## src/include/sfcd_pkg.sv

```systemverilog
// Purpose: Shared constants for the serial flash command decoder
// Assumes: Serial pins sampled synchronously on i_clk
// Notes: Command codes, phase lengths and reset values
package sfcd_pkg;

  // ==========================================================================
  // Command codes
  localparam logic [7:0] CMD_READ = 8'h03;
  localparam logic [7:0] CMD_FAST_READ = 8'h0B;
  localparam logic [7:0] CMD_DUAL_IO_READ = 8'hBB;
  localparam logic [7:0] CMD_DUAL_OUT_READ = 8'h3B;
  localparam logic [7:0] CMD_QUAD_IO_READ = 8'hEB;
  localparam logic [7:0] CMD_QUAD_OUT_READ = 8'h6B;
  localparam logic [7:0] CMD_PAGE_WRITE = 8'h02;
  localparam logic [7:0] CMD_QUAD_PAGE_WRITE = 8'h38;
  localparam logic [7:0] CMD_WIPE_4K = 8'h20;
  localparam logic [7:0] CMD_WIPE_32K = 8'h52;
  localparam logic [7:0] CMD_WIPE_64K = 8'hD8;
  localparam logic [7:0] CMD_WIPE_ALL_A = 8'h60;
  localparam logic [7:0] CMD_WIPE_ALL_B = 8'hC7;
  localparam logic [7:0] CMD_PARAM_TABLE_READ = 8'h5A;
  localparam logic [7:0] CMD_WRITE_UNLOCK = 8'h06;
  localparam logic [7:0] CMD_WRITE_LOCK = 8'h04;
  localparam logic [7:0] CMD_STATUS_READ = 8'h05;
  localparam logic [7:0] CMD_CONFIG_READ = 8'h15;
  localparam logic [7:0] CMD_STATUS_WRITE = 8'h01;
  localparam logic [7:0] CMD_PAUSE_A = 8'h75;
  localparam logic [7:0] CMD_PAUSE_B = 8'hB0;
  localparam logic [7:0] CMD_CONTINUE_A = 8'h7A;
  localparam logic [7:0] CMD_CONTINUE_B = 8'h30;
  localparam logic [7:0] CMD_DEEP_SLEEP = 8'hB9;
  localparam logic [7:0] CMD_BURST_LENGTH = 8'hC0;

  // ==========================================================================
  // Phase lengths and burst length reset value
  localparam logic [1:0] ADDR_BYTES = 2'h3;
  localparam logic [2:0] QUAD_DUMMY_CLKS = 3'h6;
  localparam logic [1:0] STATUS_WRITE_MAX = 2'h3;
  localparam logic [7:0] BURST_LEN_RST = 8'h00;

  // ==========================================================================
  // Decoded operations
  typedef enum logic [4:0] {
    OP_NONE = 5'h00,
    OP_READ = 5'h01,
    OP_FAST_READ = 5'h02,
    OP_DUAL_IO_READ = 5'h03,
    OP_DUAL_OUT_READ = 5'h04,
    OP_QUAD_IO_READ = 5'h05,
    OP_QUAD_OUT_READ = 5'h06,
    OP_PAGE_WRITE = 5'h07,
    OP_QUAD_PAGE_WRITE = 5'h08,
    OP_WIPE_4K = 5'h09,
    OP_WIPE_32K = 5'h0A,
    OP_WIPE_64K = 5'h0B,
    OP_WIPE_ALL = 5'h0C,
    OP_PARAM_TABLE_READ = 5'h0D,
    OP_WRITE_UNLOCK = 5'h0E,
    OP_WRITE_LOCK = 5'h0F,
    OP_STATUS_READ = 5'h10,
    OP_CONFIG_READ = 5'h11,
    OP_STATUS_WRITE = 5'h12,
    OP_PAUSE = 5'h13,
    OP_CONTINUE = 5'h14,
    OP_DEEP_SLEEP = 5'h15,
    OP_BURST_LENGTH = 5'h16
  } sfcd_op_e;

  // Frame phases
  typedef enum logic [2:0] {
    PH_IDLE = 3'h0,
    PH_CMD = 3'h1,
    PH_ADDR = 3'h2,
    PH_DUMMY = 3'h3,
    PH_VALUE = 3'h4,
    PH_DATA = 3'h5,
    PH_DONE = 3'h6,
    PH_REJECT = 3'h7
  } sfcd_phase_e;

endpackage : sfcd_pkg

```

## src/sfcd_decoder.sv

```systemverilog
// Purpose: First-byte command decoder of a serial multi-lane flash
// Assumes: Serial clock, chip select and lanes synchronous to i_clk
// Notes: Array, erase engines and pin timing live elsewhere
module sfcd_decoder (
  input wire logic i_clk,
  input wire logic i_arst_n,
  input wire logic i_sclk,
  input wire logic i_cs_n,
  input wire logic [3:0] i_sio,
  input wire logic i_op_done,
  input wire logic i_op_busy,
  output logic o_cmd_valid,
  output sfcd_pkg::sfcd_op_e o_op,
  output logic [1:0] o_lane_log2,
  output logic o_in_data,
  output logic o_out_data,
  output logic [23:0] o_addr,
  output logic o_addr_valid,
  output logic [7:0] o_value,
  output logic o_value_valid,
  output logic [1:0] o_value_idx,
  output logic o_exec,
  output logic o_reject,
  output logic o_write_unlock_flag,
  output logic o_paused,
  output logic o_deep_sleep,
  output logic [7:0] o_burst_len,
  output logic o_sio_drive,
  output logic o_standby
);
  import sfcd_pkg::*;

  // ==========================================================================
  // Helpers
  function automatic sfcd_op_e decode_op(input logic [7:0] code);
    unique case (code)
      CMD_READ: decode_op = OP_READ;
      CMD_FAST_READ: decode_op = OP_FAST_READ;
      CMD_DUAL_IO_READ: decode_op = OP_DUAL_IO_READ;
      CMD_DUAL_OUT_READ: decode_op = OP_DUAL_OUT_READ;
      CMD_QUAD_IO_READ: decode_op = OP_QUAD_IO_READ;
      CMD_QUAD_OUT_READ: decode_op = OP_QUAD_OUT_READ;
      CMD_PAGE_WRITE: decode_op = OP_PAGE_WRITE;
      CMD_QUAD_PAGE_WRITE: decode_op = OP_QUAD_PAGE_WRITE;
      CMD_WIPE_4K: decode_op = OP_WIPE_4K;
      CMD_WIPE_32K: decode_op = OP_WIPE_32K;
      CMD_WIPE_64K: decode_op = OP_WIPE_64K;
      CMD_WIPE_ALL_A, CMD_WIPE_ALL_B: decode_op = OP_WIPE_ALL;
      CMD_PARAM_TABLE_READ: decode_op = OP_PARAM_TABLE_READ;
      CMD_WRITE_UNLOCK: decode_op = OP_WRITE_UNLOCK;
      CMD_WRITE_LOCK: decode_op = OP_WRITE_LOCK;
      CMD_STATUS_READ: decode_op = OP_STATUS_READ;
      CMD_CONFIG_READ: decode_op = OP_CONFIG_READ;
      CMD_STATUS_WRITE: decode_op = OP_STATUS_WRITE;
      CMD_PAUSE_A, CMD_PAUSE_B: decode_op = OP_PAUSE;
      CMD_CONTINUE_A, CMD_CONTINUE_B: decode_op = OP_CONTINUE;
      CMD_DEEP_SLEEP: decode_op = OP_DEEP_SLEEP;
      CMD_BURST_LENGTH: decode_op = OP_BURST_LENGTH;
      default: decode_op = OP_NONE;
    endcase
  endfunction : decode_op

  // Lane width of address phase, log2
  function automatic logic [1:0] addr_lanes(input sfcd_op_e op);
    unique case (op)
      OP_DUAL_IO_READ: addr_lanes = 2'h1;
      OP_QUAD_IO_READ: addr_lanes = 2'h2;
      default: addr_lanes = 2'h0;
    endcase
  endfunction : addr_lanes

  // Lane width of data phase, log2
  function automatic logic [1:0] data_lanes(input sfcd_op_e op);
    unique case (op)
      OP_DUAL_IO_READ, OP_DUAL_OUT_READ: data_lanes = 2'h1;
      OP_QUAD_IO_READ, OP_QUAD_OUT_READ, OP_QUAD_PAGE_WRITE: data_lanes = 2'h2;
      default: data_lanes = 2'h0;
    endcase
  endfunction : data_lanes

  // Commands that carry a three-byte address
  function automatic logic has_addr(input sfcd_op_e op);
    unique case (op)
      OP_READ, OP_FAST_READ, OP_DUAL_IO_READ, OP_DUAL_OUT_READ, OP_QUAD_IO_READ,
      OP_QUAD_OUT_READ, OP_PAGE_WRITE, OP_QUAD_PAGE_WRITE, OP_WIPE_4K,
      OP_WIPE_32K, OP_WIPE_64K, OP_PARAM_TABLE_READ: has_addr = 1'b1;
      default: has_addr = 1'b0;
    endcase
  endfunction : has_addr

  // Commands that need byte-aligned chip select rise
  function automatic logic is_aligned_cmd(input sfcd_op_e op);
    unique case (op)
      OP_PAGE_WRITE, OP_QUAD_PAGE_WRITE, OP_WIPE_4K, OP_WIPE_32K, OP_WIPE_64K,
      OP_WIPE_ALL, OP_WRITE_UNLOCK, OP_WRITE_LOCK, OP_STATUS_WRITE, OP_PAUSE,
      OP_CONTINUE, OP_DEEP_SLEEP, OP_BURST_LENGTH: is_aligned_cmd = 1'b1;
      default: is_aligned_cmd = 1'b0;
    endcase
  endfunction : is_aligned_cmd

  // Commands that need the write unlock flag
  function automatic logic needs_unlock(input sfcd_op_e op);
    unique case (op)
      OP_PAGE_WRITE, OP_QUAD_PAGE_WRITE, OP_WIPE_4K, OP_WIPE_32K, OP_WIPE_64K,
      OP_WIPE_ALL, OP_STATUS_WRITE: needs_unlock = 1'b1;
      default: needs_unlock = 1'b0;
    endcase
  endfunction : needs_unlock

  // ==========================================================================
  // Edge detection of serial clock and chip select
  logic sclk_d_ff;
  logic cs_n_d_ff;
  logic sclk_rise;
  logic sclk_fall;
  logic cs_fall;
  logic cs_rise;

  always_ff @(posedge i_clk or negedge i_arst_n) begin
    if (!i_arst_n) begin
      sclk_d_ff <= 1'b0;
      cs_n_d_ff <= 1'b1;
    end else begin
      sclk_d_ff <= i_sclk;
      cs_n_d_ff <= i_cs_n;
    end
  end

  // Rising edge samples, falling edge drives; idle level is free
  assign sclk_rise = !i_cs_n && i_sclk && !sclk_d_ff;
  assign sclk_fall = !i_cs_n && !i_sclk && sclk_d_ff;
  assign cs_fall = cs_n_d_ff && !i_cs_n;
  assign cs_rise = !cs_n_d_ff && i_cs_n;

  // ==========================================================================
  // Shifter: lanes per edge follow the current phase width
  logic [7:0] shift_ff;
  logic [3:0] bitcnt_ff;
  logic [1:0] lane_ff;
  logic [7:0] nxt_shift;
  logic [3:0] nxt_bitcnt;
  logic byte_end;

  always_comb begin
    nxt_shift = shift_ff;
    nxt_bitcnt = bitcnt_ff;
    unique case (lane_ff)
      2'h1: begin
        nxt_shift = {shift_ff[5:0], i_sio[1:0]};
        nxt_bitcnt = bitcnt_ff + 4'h2;
      end
      2'h2: begin
        nxt_shift = {shift_ff[3:0], i_sio[3:0]};
        nxt_bitcnt = bitcnt_ff + 4'h4;
      end
      default: begin
        nxt_shift = {shift_ff[6:0], i_sio[0]};
        nxt_bitcnt = bitcnt_ff + 4'h1;
      end
    endcase
  end

  assign byte_end = sclk_rise && (nxt_bitcnt[3]);

  always_ff @(posedge i_clk or negedge i_arst_n) begin
    if (!i_arst_n) begin
      shift_ff <= 8'h00;
      bitcnt_ff <= 4'h0;
    end else if (cs_fall || i_cs_n) begin
      shift_ff <= 8'h00;
      bitcnt_ff <= 4'h0;
    end else if (sclk_rise) begin
      shift_ff <= nxt_shift;
      bitcnt_ff <= byte_end ? 4'h0 : nxt_bitcnt;
    end
  end

  // ==========================================================================
  // Phase sequencer
  sfcd_phase_e phase_ff;
  sfcd_op_e op_ff;
  logic [1:0] bytecnt_ff;
  logic [2:0] dummy_ff;
  sfcd_op_e dec_op;

  assign dec_op = decode_op(nxt_shift);

  always_ff @(posedge i_clk or negedge i_arst_n) begin
    if (!i_arst_n) begin
      phase_ff <= PH_IDLE;
      op_ff <= OP_NONE;
      bytecnt_ff <= 2'h0;
      dummy_ff <= 3'h0;
      lane_ff <= 2'h0;
    end else if (i_cs_n) begin
      phase_ff <= PH_IDLE;
      lane_ff <= 2'h0;
    end else if (cs_fall) begin
      phase_ff <= PH_CMD;
      op_ff <= OP_NONE;
      bytecnt_ff <= 2'h0;
      dummy_ff <= 3'h0;
      lane_ff <= 2'h0;
    end else if (sclk_rise) begin
      unique case (phase_ff)
        PH_CMD: begin
          if (byte_end) begin
            op_ff <= dec_op;
            bytecnt_ff <= 2'h0;
            if (dec_op == OP_NONE) begin
              phase_ff <= PH_REJECT;
            end else if (has_addr(dec_op)) begin
              phase_ff <= PH_ADDR;
              lane_ff <= addr_lanes(dec_op);
            end else if (dec_op == OP_STATUS_WRITE || dec_op == OP_BURST_LENGTH) begin
              phase_ff <= PH_VALUE;
            end else if (dec_op == OP_STATUS_READ || dec_op == OP_CONFIG_READ) begin
              phase_ff <= PH_DATA;
            end else begin
              phase_ff <= PH_DONE;
            end
          end
        end
        PH_ADDR: begin
          if (byte_end) begin
            bytecnt_ff <= bytecnt_ff + 2'h1;
            if (bytecnt_ff == ADDR_BYTES - 2'h1) begin
              bytecnt_ff <= 2'h0;
              if (op_ff == OP_QUAD_IO_READ) begin
                phase_ff <= PH_DUMMY;
                dummy_ff <= 3'h0;
              end else if (op_ff == OP_READ || op_ff == OP_PAGE_WRITE ||
                           op_ff == OP_QUAD_PAGE_WRITE) begin
                phase_ff <= PH_DATA;
                lane_ff <= data_lanes(op_ff);
              end else if (has_addr(op_ff) && !needs_unlock(op_ff)) begin
                phase_ff <= PH_DUMMY;
                lane_ff <= addr_lanes(op_ff);
              end else begin
                phase_ff <= PH_DONE;
              end
            end
          end
        end
        PH_DUMMY: begin
          if (op_ff == OP_QUAD_IO_READ) begin
            dummy_ff <= dummy_ff + 3'h1;
            if (dummy_ff == QUAD_DUMMY_CLKS - 3'h1) begin
              phase_ff <= PH_DATA;
            end
          end else if (byte_end) begin
            phase_ff <= PH_DATA;
            lane_ff <= data_lanes(op_ff);
          end
        end
        PH_VALUE: begin
          if (byte_end) begin
            bytecnt_ff <= bytecnt_ff + 2'h1;
            if (op_ff == OP_BURST_LENGTH ||
                bytecnt_ff == STATUS_WRITE_MAX - 2'h1) begin
              phase_ff <= PH_DONE;
            end
          end
        end
        default: begin
        end
      endcase
    end
  end

  // ==========================================================================
  // Captured address and values
  logic [23:0] addr_ff;
  logic addr_valid_ff;
  logic [7:0] value_ff;
  logic value_valid_ff;
  logic [1:0] value_idx_ff;
  logic cmd_valid_ff;

  always_ff @(posedge i_clk or negedge i_arst_n) begin
    if (!i_arst_n) begin
      addr_ff <= 24'h000000;
      addr_valid_ff <= 1'b0;
      value_ff <= 8'h00;
      value_valid_ff <= 1'b0;
      value_idx_ff <= 2'h0;
      cmd_valid_ff <= 1'b0;
    end else begin
      value_valid_ff <= 1'b0;
      cmd_valid_ff <= 1'b0;
      if (cs_fall) begin
        addr_valid_ff <= 1'b0;
      end
      if (sclk_rise && byte_end && phase_ff == PH_CMD && dec_op != OP_NONE) begin
        cmd_valid_ff <= 1'b1;
      end
      if (sclk_rise && byte_end && phase_ff == PH_ADDR) begin
        addr_ff <= {addr_ff[15:0], nxt_shift};
        addr_valid_ff <= (bytecnt_ff == ADDR_BYTES - 2'h1);
      end
      if (sclk_rise && byte_end && phase_ff == PH_VALUE) begin
        value_ff <= nxt_shift;
        value_valid_ff <= 1'b1;
        value_idx_ff <= bytecnt_ff;
      end
    end
  end

  // ==========================================================================
  // Byte-boundary check on chip select rise; execute or reject
  logic aligned;
  logic exec_ff;
  logic reject_ff;
  logic exec_ok;

  assign aligned = (bitcnt_ff == 4'h0) && (phase_ff == PH_DONE ||
                   (phase_ff == PH_DATA && op_ff != OP_STATUS_READ &&
                    op_ff != OP_CONFIG_READ) ||
                   (phase_ff == PH_VALUE && op_ff == OP_STATUS_WRITE &&
                    bytecnt_ff != 2'h0));
  assign exec_ok = cs_rise && is_aligned_cmd(op_ff) && aligned &&
                   (!needs_unlock(op_ff) || o_write_unlock_flag);

  always_ff @(posedge i_clk or negedge i_arst_n) begin
    if (!i_arst_n) begin
      exec_ff <= 1'b0;
      reject_ff <= 1'b0;
    end else begin
      exec_ff <= exec_ok;
      reject_ff <= cs_rise && is_aligned_cmd(op_ff) && !exec_ok;
    end
  end

  // ==========================================================================
  // Write unlock flag; completion or pause clears, set wins
  logic wuf_ff;

  always_ff @(posedge i_clk or negedge i_arst_n) begin
    if (!i_arst_n) begin
      wuf_ff <= 1'b0;
    end else if (exec_ok && op_ff == OP_WRITE_UNLOCK) begin
      wuf_ff <= 1'b1;
    end else if (exec_ok && (op_ff == OP_WRITE_LOCK || op_ff == OP_PAUSE)) begin
      wuf_ff <= 1'b0;
    end else if (i_op_done) begin
      wuf_ff <= 1'b0;
    end
  end

  // ==========================================================================
  // Pause, sleep and burst length state
  logic paused_ff;
  logic sleep_ff;
  logic [7:0] burst_ff;

  always_ff @(posedge i_clk or negedge i_arst_n) begin
    if (!i_arst_n) begin
      paused_ff <= 1'b0;
      sleep_ff <= 1'b0;
      burst_ff <= BURST_LEN_RST;
    end else begin
      if (exec_ok && op_ff == OP_PAUSE && i_op_busy) begin
        paused_ff <= 1'b1;
      end else if (exec_ok && op_ff == OP_CONTINUE) begin
        paused_ff <= 1'b0;
      end
      if (exec_ok && op_ff == OP_DEEP_SLEEP) begin
        sleep_ff <= 1'b1;
      end
      if (exec_ok && op_ff == OP_BURST_LENGTH) begin
        burst_ff <= value_ff;
      end
    end
  end

  // ==========================================================================
  // Output registers: lane drive set on falling clock, cleared on select release or leaving data phase
  logic drive_ff;
  logic in_data_ff;
  logic out_data_ff;

  always_ff @(posedge i_clk or negedge i_arst_n) begin
    if (!i_arst_n) begin
      drive_ff <= 1'b0;
      in_data_ff <= 1'b0;
      out_data_ff <= 1'b0;
    end else if (i_cs_n || phase_ff != PH_DATA) begin
      drive_ff <= 1'b0;
      in_data_ff <= 1'b0;
      out_data_ff <= 1'b0;
    end else begin
      in_data_ff <= (op_ff == OP_PAGE_WRITE || op_ff == OP_QUAD_PAGE_WRITE);
      out_data_ff <= !(op_ff == OP_PAGE_WRITE || op_ff == OP_QUAD_PAGE_WRITE);
      if (sclk_fall && !(op_ff == OP_PAGE_WRITE || op_ff == OP_QUAD_PAGE_WRITE)) begin
        drive_ff <= 1'b1;
      end
    end
  end

  // Standby flag: idle or rejected frame, set from the decoded command beside the phase register
  logic standby_ff;

  always_ff @(posedge i_clk or negedge i_arst_n) begin
    if (!i_arst_n) begin
      standby_ff <= 1'b1;
    end else if (i_cs_n || cs_fall) begin
      standby_ff <= i_cs_n;
    end else if (sclk_rise && byte_end && phase_ff == PH_CMD && dec_op == OP_NONE) begin
      standby_ff <= 1'b1;
    end
  end

  assign o_cmd_valid = cmd_valid_ff;
  assign o_op = op_ff;
  assign o_lane_log2 = lane_ff;
  assign o_in_data = in_data_ff;
  assign o_out_data = out_data_ff;
  assign o_addr = addr_ff;
  assign o_addr_valid = addr_valid_ff;
  assign o_value = value_ff;
  assign o_value_valid = value_valid_ff;
  assign o_value_idx = value_idx_ff;
  assign o_exec = exec_ff;
  assign o_reject = reject_ff;
  assign o_write_unlock_flag = wuf_ff;
  assign o_paused = paused_ff;
  assign o_deep_sleep = sleep_ff;
  assign o_burst_len = burst_ff;
  assign o_sio_drive = drive_ff;
  assign o_standby = standby_ff;

endmodule : sfcd_decoder
```

## config.mk

```make
export PLATFORM = sky130hd
export DESIGN_NAME = sfcd_decoder
export DESIGN_NICKNAME = d
export VERILOG_FILES = /design/src/include/sfcd_pkg.sv /design/src/sfcd_decoder.sv
export SDC_FILE = /design/constraint.sdc
export NUM_CORES = 1
export LEC_CHECK = 0
export BUFFER_PORTS_ARGS = -buffer_cell sky130_fd_sc_hd__buf_2
export CELL_PAD_IN_SITES_DETAIL_PLACEMENT = 1
export CELL_PAD_IN_SITES_GLOBAL_PLACEMENT = 2
export CORE_MARGIN = 4
export CORE_UTILIZATION = 38
export DETAILED_ROUTE_END_ITERATION = 8
export PLACE_DENSITY = 0.92
export SYNTH_ARGS = -nofsm -noshare
export SYNTH_HDL_FRONTEND = slang
export SYNTH_SLANG_ARGS = --single-unit
```

## constraint.sdc

```tcl
create_clock -name i_clk -period 4.9 [get_ports i_clk]
set_input_delay 0.49 -clock i_clk [delete_from_list [all_inputs] [get_ports i_clk]]
set_output_delay 0.49 -clock i_clk [all_outputs]
set_load 0.03 [all_outputs]
```

### After elaboration in Yosys (flattened, before gate mapping)

Memory sizes are Yosys's and may differ from the RTL's.
Index checks and enable logic that the tools add are counted.

| storage, ports and cells | value |
|---|---|
| bits in registers | 82 |
| memory bits (read-only) | 96 |
| logic and storage cells | 299 |
| memories kept | 4 |

Memory list:

| memory | depth | width | rd ports | clocked after Yosys merged registers in | wr ports | RTL line | RTL |
|---|---|---|---|---|---|---|---|
| (no name shown) | 32 | 1 | 1 | 0 | 0 | sfcd_decoder.sv:93 | `unique case (op)` |
| (no name shown) | 32 | 1 | 1 | 0 | 0 | sfcd_decoder.sv:93 |  |
| (no name shown) | 16 | 1 | 1 | 0 | 0 | sfcd_decoder.sv:83 | `unique case (op)` |
| (no name shown) | 16 | 1 | 1 | 0 | 0 | sfcd_decoder.sv:83 |  |

| cells by class | value |
|---|---|
| add/subtract/negate cells | 5 |
| equal/unequal tests | 81 |
| muxes and demuxes | 102 |
| bitwise gates (word level) | 1 |
| reductions and logical operators | 81 |

Operator list:

| kind | count |
|---|---|
| 5-bit one-hot mux with 22 select lines | 1 |
| 3-bit 2-to-1 mux | 22 |
| 8-bit == test (second input constant) | 7 |
| 8-bit by 7-bit == test with 1-bit output (second input constant) | 6 |
| 5-bit == test (second input constant) | 9 |
| 2-bit 2-to-1 mux | 21 |
| 1-bit 2-to-1 mux | 41 |
| 4-bit inequality test (second input constant) | 9 |
| 5-bit by 4-bit == test with 1-bit output (second input constant) | 7 |
| 8-bit by 6-bit == test with 1-bit output (second input constant) | 4 |
| 1-bit logical AND | 32 |
| 5-bit by 3-bit == test with 1-bit output (second input constant) | 5 |
| 5-bit inequality test (second input constant) | 5 |
| 8-bit by 3-bit == test with 1-bit output (second input constant) | 3 |
| 5-bit 2-to-1 mux | 4 |
| 3-bit inequality test (second input constant) | 6 |
| 2-bit nonzero test | 9 |
| 8-bit by 2-bit == test with 1-bit output (second input constant) | 2 |
| 8-bit one-hot mux with 2 select lines | 1 |
| 7-bit 2-to-1 mux | 2 |
| 3-bit == test (second input constant) | 4 |
| 1-bit logical OR | 12 |
| 4-bit 2-to-1 mux | 3 |
| 2-bit one-hot mux with 3 select lines | 2 |
| 36 further kinds | 53 |

### Depth between registers and ports, before layout

| logic depth | value |
|---|---|
| depth after elaboration | 22 |
| depth in mapped cells | 14 |

### Worst setup path after synthesis

No wires, ideal clock.

| timing | value |
|---|---|
| kind | reg2reg |
| start | register lane_ff[0] (netlist: o_lane_log2[0]) |
| end | register lane_ff[0] (netlist: o_lane_log2[0]) |
| arrival time | 3.106 ns |
| data required time | 4.763 ns |
| slack | 1.658 ns |
| stages on the path, launching flop included | 14 |
| path buffers | 2 |
| clock period less this slack | 3.242 ns |
| path through | dfrtp_1 > inv_1 > ha_1 > buf_6 > a221o_1 > and2_1 > buf_6 > or3_4 > a2111oi_4 > nor3_1 > and3_1 > a31o_1 > o211ai_1 > a31oi_1 |

| between the ends | value |
|---|---|
| cells in the longest elaborated chain, start to end | 15 |
| elaborated cells on any way between the ends | 59 |
| those cells by class | eq/ne (34); mux (18); reduce/logical (6); memory (1) |

RTL lines:

| what | RTL line | RTL |
|---|---|---|
| start: declaration | sfcd_decoder.sv:139 | `logic [1:0] lane_ff;` |
| start signal: assignment | sfcd_decoder.sv:214 | `lane_ff <= addr_lanes(dec_op);` |
| start signal: assignment | sfcd_decoder.sv:235 | `lane_ff <= data_lanes(op_ff);` |
| start signal: assignment | sfcd_decoder.sv:238 | `lane_ff <= addr_lanes(op_ff);` |
| 2-bit == test or 2-bit by 1-bit == test with 1-bit output (tied branches) | sfcd_decoder.sv:147 | `unique case (lane_ff)` |
| 8-bit one-hot mux with 2 select lines | sfcd_decoder.sv:147 |  |
| 8-bit by 7-bit == test with 1-bit output, or another cell as far along | sfcd_decoder.sv:36 | `unique case (code)` |
| 2-bit OR reduction | sfcd_decoder.sv:36 |  |
| 5-bit one-hot mux with 22 select lines | sfcd_decoder.sv:36 |  |
| memory 16 x 1 bit | -- |  |
| 1-bit 2-to-1 mux | sfcd_decoder.sv:83 |  |
| 1-bit 2-to-1 mux | sfcd_decoder.sv:210 | `if (dec_op == OP_NONE) begin` |
| 1-bit 2-to-1 mux | sfcd_decoder.sv:207 | `if (byte_end) begin` |
| 1-bit 2-to-1 mux | sfcd_decoder.sv:205 | `unique case (phase_ff)` |
| 1-bit 2-to-1 mux | sfcd_decoder.sv:204 | `end else if (sclk_rise) begin` |
| 1-bit 2-to-1 mux | sfcd_decoder.sv:198 | `end else if (cs_fall) begin` |
| 1-bit 2-to-1 mux | sfcd_decoder.sv:195 | `end else if (i_cs_n) begin` |
| 4-bit inequality test (no line) | -- |  |
| 11-bit AND reduction (no line) | -- |  |

Several ways; a longest one is shown, not always the timed one. The select of a mux whose other input is x is not followed.
A chain may end at the register's enable or synchronous reset.

### Worst setup path in the final report

| timing | value |
|---|---|
| start | register lane_ff[0] (netlist: o_lane_log2[0]) |
| end | register phase_ff[0] |

| between the ends | value |
|---|---|
| cells in the longest elaborated chain, start to end | 20 |
| elaborated cells on any way between the ends | 63 |
| those cells by class | eq/ne (35); mux (19); reduce/logical (8); memory (1) |

RTL lines:

| what | RTL line | RTL |
|---|---|---|
| 2-bit == test or 2-bit by 1-bit == test with 1-bit output (tied branches) | sfcd_decoder.sv:147 |  |
| 8-bit one-hot mux with 2 select lines | sfcd_decoder.sv:147 |  |
| 8-bit by 7-bit == test with 1-bit output, or another cell as far along | sfcd_decoder.sv:36 |  |
| 2-bit OR reduction | sfcd_decoder.sv:36 |  |
| 5-bit one-hot mux with 22 select lines | sfcd_decoder.sv:36 |  |
| memory 16 x 1 bit | -- |  |
| 1-bit 2-to-1 mux | sfcd_decoder.sv:83 |  |
| 1-bit 2-to-1 mux | sfcd_decoder.sv:210 |  |
| (+4 left out) | -- |  |
| 1-bit 2-to-1 mux | sfcd_decoder.sv:195 |  |
| 3-bit 2-to-1 mux | sfcd_decoder.sv:212 | `end else if (has_addr(dec_op)) begin` |
| 3-bit 2-to-1 mux | sfcd_decoder.sv:210 |  |
| 3-bit 2-to-1 mux | sfcd_decoder.sv:207 |  |
| 3-bit one-hot mux with 4 select lines | sfcd_decoder.sv:205 |  |
| 3-bit 2-to-1 mux | sfcd_decoder.sv:204 |  |
| 3-bit 2-to-1 mux | sfcd_decoder.sv:198 |  |
| 3-bit 2-to-1 mux | sfcd_decoder.sv:195 |  |
| end signal: assignment | sfcd_decoder.sv:196 | `phase_ff <= PH_IDLE;` |
| end signal: assignment | sfcd_decoder.sv:199 | `phase_ff <= PH_CMD;` |
| end signal: assignment | sfcd_decoder.sv:211 | `phase_ff <= PH_REJECT;` |
| end: declaration | sfcd_decoder.sv:180 | `sfcd_phase_e phase_ff;` |

Several ways; a longest one is shown, not always the timed one. The select of a mux whose other input is x is not followed.

==> metrics <==
Die Y between 100 and 150 um; chip width roughly 120 um; outcome finished clean; Clock Power Share 45.1%; minimum clock period 3.84 ns; All-Layer GR Usage a little over a fifth; post_cts resized 0; drt total wl roughly 15 mm; TritonRoute pass-1 iters 6; Clock Path Buffers 2; WP buf/inv 1; Sum Neg Setup Slack 0 ns; Metal-1 WL roughly 7.4 mm; EDFF count, synth 0; largest net degree at the start of global routing 83; hold endpoint sclk_d_ff; internal power 1070 uW; Syn Area/Cell roughly 9 um2; # setup viols final 0; Final Instance Count excl. Fillers 774; P&R area growth vs syn 13.9%; Fill cells about 1500; worst-margin pin slew 1.06 ns; drt wl/cell approximately 20 um; Seq pwr share a little under half; r2r endpoint phase_ff[0]; global-route wire length before repair about 25 mm; Seq/Total Area, Yosys a little over 40%; sequential standard cell area between 2000 and 2500 um2; Post-Synthesis Cell Area just under 5000 um2; via count between 4000 and 5000; routed vias/inst about 5.8; IO buf count 70; Synth area leaders dfrtp_1, mux2_2, nand2_1; root buffer cell clkbuf_16; crit-path cells inv_1 > ha_1 > o21a_1 > nor3_1 > o211ai_2 > nand3_1 > nor4_2 > a21oi_1 > or3_1 > a221oi_1; hold crit path type in2reg; ys async rst share between 90% and 100%; Hold Vio Cnt, Final 0; reg-to-reg startpoint o_lane_log2[0]; Net Sw Frac 27.4%; worst r2r path cells 10; Placer Congestion roughly 0.91; Post-DP HPWL about 11 mm; met3 routed WL 769 um; Syn Inst Count 550; CP peak stage delay roughly 0.86 ns; # H-tree levels 3; Mapped Nets about 570; worst skew pair latency between 0.3 and 0.4 ns; Total Power about 1500 uW; starting density of the core 39.1%; Hold Worst Slack between 0.3 and 0.4 ns; initial antenna violation count 0; maximum VDD drop 0.144 mV; Slowest-stage cell, CP ha_1; hold path start i_sclk; post-CTS setup repair buffer count 0; CP top delay family simple AND/OR/NAND/NOR gates; CP Launch Type register; remaining antenna violation count 0; Placed Instances about 760; layout cells sized above 1 about 22%; DRC violations left 0; endpoint class of the critical path register; CP Max Fanout 30; CTS tree yes; number of top-level pins 71; switching power 404 uW; Worst-path clk slew about 0.06 ns; cell taking the most area after synthesis dfrtp_1; max_cap viols 0; clock sinks a little over 80; DRT iter0 DRCs just under 400; Max-slew headroom roughly 29%; period utilization about four fifths; Main synth FF type dfrtp_1; Met2 Wirelength just under 7 mm; WHS Path Cells 1; achievable clock frequency approximately 260 MHz; Synth top area share between 40% and 50%; WS Path Type reg2reg; gr ovfl total 0; Top Layer Used met4; worst endpoint data arrival time roughly 4 ns; RSZ-0062 raised after global routing false; FF+latch count, synth 82; nets around 620; CP required between 5 and 6 ns; Yosys cell types 73; Die Area around 15000 um2; number of global-route vias before repair 4558; total CTS buffers 9; n_diodes 0; Logic pwr share a little under 8%; row count 41; area of the multi-input gates 2660 um2; worst reg2reg setup slack 1.06 ns; hold_buf cts 0; Core Area between 10000 and 15000 um2; pwr/cell area between 200 and 300 nW/um2; Yosys warning total 0; Slew Limit Fails 0; worst clock skew 0.0115 ns; Pleak ~0.0026 uW
[routing by layer]
metal	vias up	global-route usage, %
met5	-	0
met4	0	8.40
met3	24	3.30
met2	144	32.7
met1	2211	30.8
li1	2095	-
[state kept, by name (all words and copies together) (netlist names), 3 cells and up]
signal       flops
o_op             5
shift_ff         7
o_addr          24
o_burst_len      8
phase_ff         3
o_value          8
bitcnt_ff        4
dummy_ff         3
[synth_stat cells, drive strengths merged, types with 5 or more instances]
master	instances
clkbuf	26
inv	19
o211ai	7
ha	12
nand2b	13
a221o	5
mux2	26
nor2	43
nor3	19
a21o	6
a211oi	6
a22oi	6
nand2	64
nor2b	13
a31oi	6
nand3	25
or3	8
nor4	13
buf	10
dfrtp	80
o21ai	45
a21oi	28
nand4	5
[worst max path at each step]
stage / startpoint / endpoint / slack [ns] / cells after the start
floorplan: o_lane_log2[0] / o_lane_log2[0] / 1.66 / 13
global placement: o_lane_log2[0] / o_lane_log2[0] / 1.27 / 11
detailed placement: o_lane_log2[0] / phase_ff[0] / 1.10 / 10
CTS: o_lane_log2[0] / phase_ff[0] / 1.08 / 10
global route: o_lane_log2[0] / phase_ff[0] / 0.69 / 11
finish: o_lane_log2[0] / phase_ff[0] / 1.06 / 10
[through the flow]
step	instance area, um2	worst slack, ns	utilization (%)
detailed placement	5360	1.10	42.3
floorplan	4960	1.66	-
finish	5650	1.06	44.6
global route	5650	0.693	44.6
CTS	5650	1.08	44.6
global placement	5360	1.27	42.3
[kinds of logic (layout without fill, tap and decap cells)]
family / Yosys count / count (layout) / synth area share [%]
simple gates: 227 / 227 / 23.7
compound gates: 145 / 145 / 20.4
flops: 82 / 82 / 41.5
buf+inv: 55 / 107 / 4.97
mux: 27 / 27 / 6.11
fa+ha+maj: 12 / 12 / 3.03
xor+xnor: 2 / 2 / 0.354
[power groups by stage]
stage | logic, uW | clock network [uW] | registers [uW]
2_1_floorplan | 75.4 | 0 | 701
3_3_place_gp | 111 | 0 | 708
3_5_place_dp | 113 | 0 | 708
4_1_cts | 114 | 685 | 695
5_1_grt | 127 | 713 | 696
6_report | 113 | 663 | 696
[cell usage in the layout, fill, tap and decap left out, types with 4 or more instances in the layout]
cell        n
mux2_2     26
o21ai_0    42
or3_1       7
inv_1      19
a211oi_1    4
o211ai_1    4
nor4_1     10
buf_2      69
ha_1       12
nand3_1    25
nand2_1    64
a21o_1      6
a31oi_1     6
clkbuf_16   9
and3_1      4
a21oi_1    28
dfrtp_1    80
nand4_1     5
nor2b_1    13
inv_6       5
a221o_1     5
a22oi_1     5
nor3_1     17
nor2_1     42
nand2b_1   13
[layout make-up]
class                   instances  area share [%]
well taps                     172            3.81
inverters                      19            1.26
multi-input cells             413            47.0
repair buffers                 72            6.52
flip-flops and latches         82            36.4
clock inverters                 7           0.997
clock buffers                   9            3.99
Note: power is estimated with default switching activity, not from simulation.
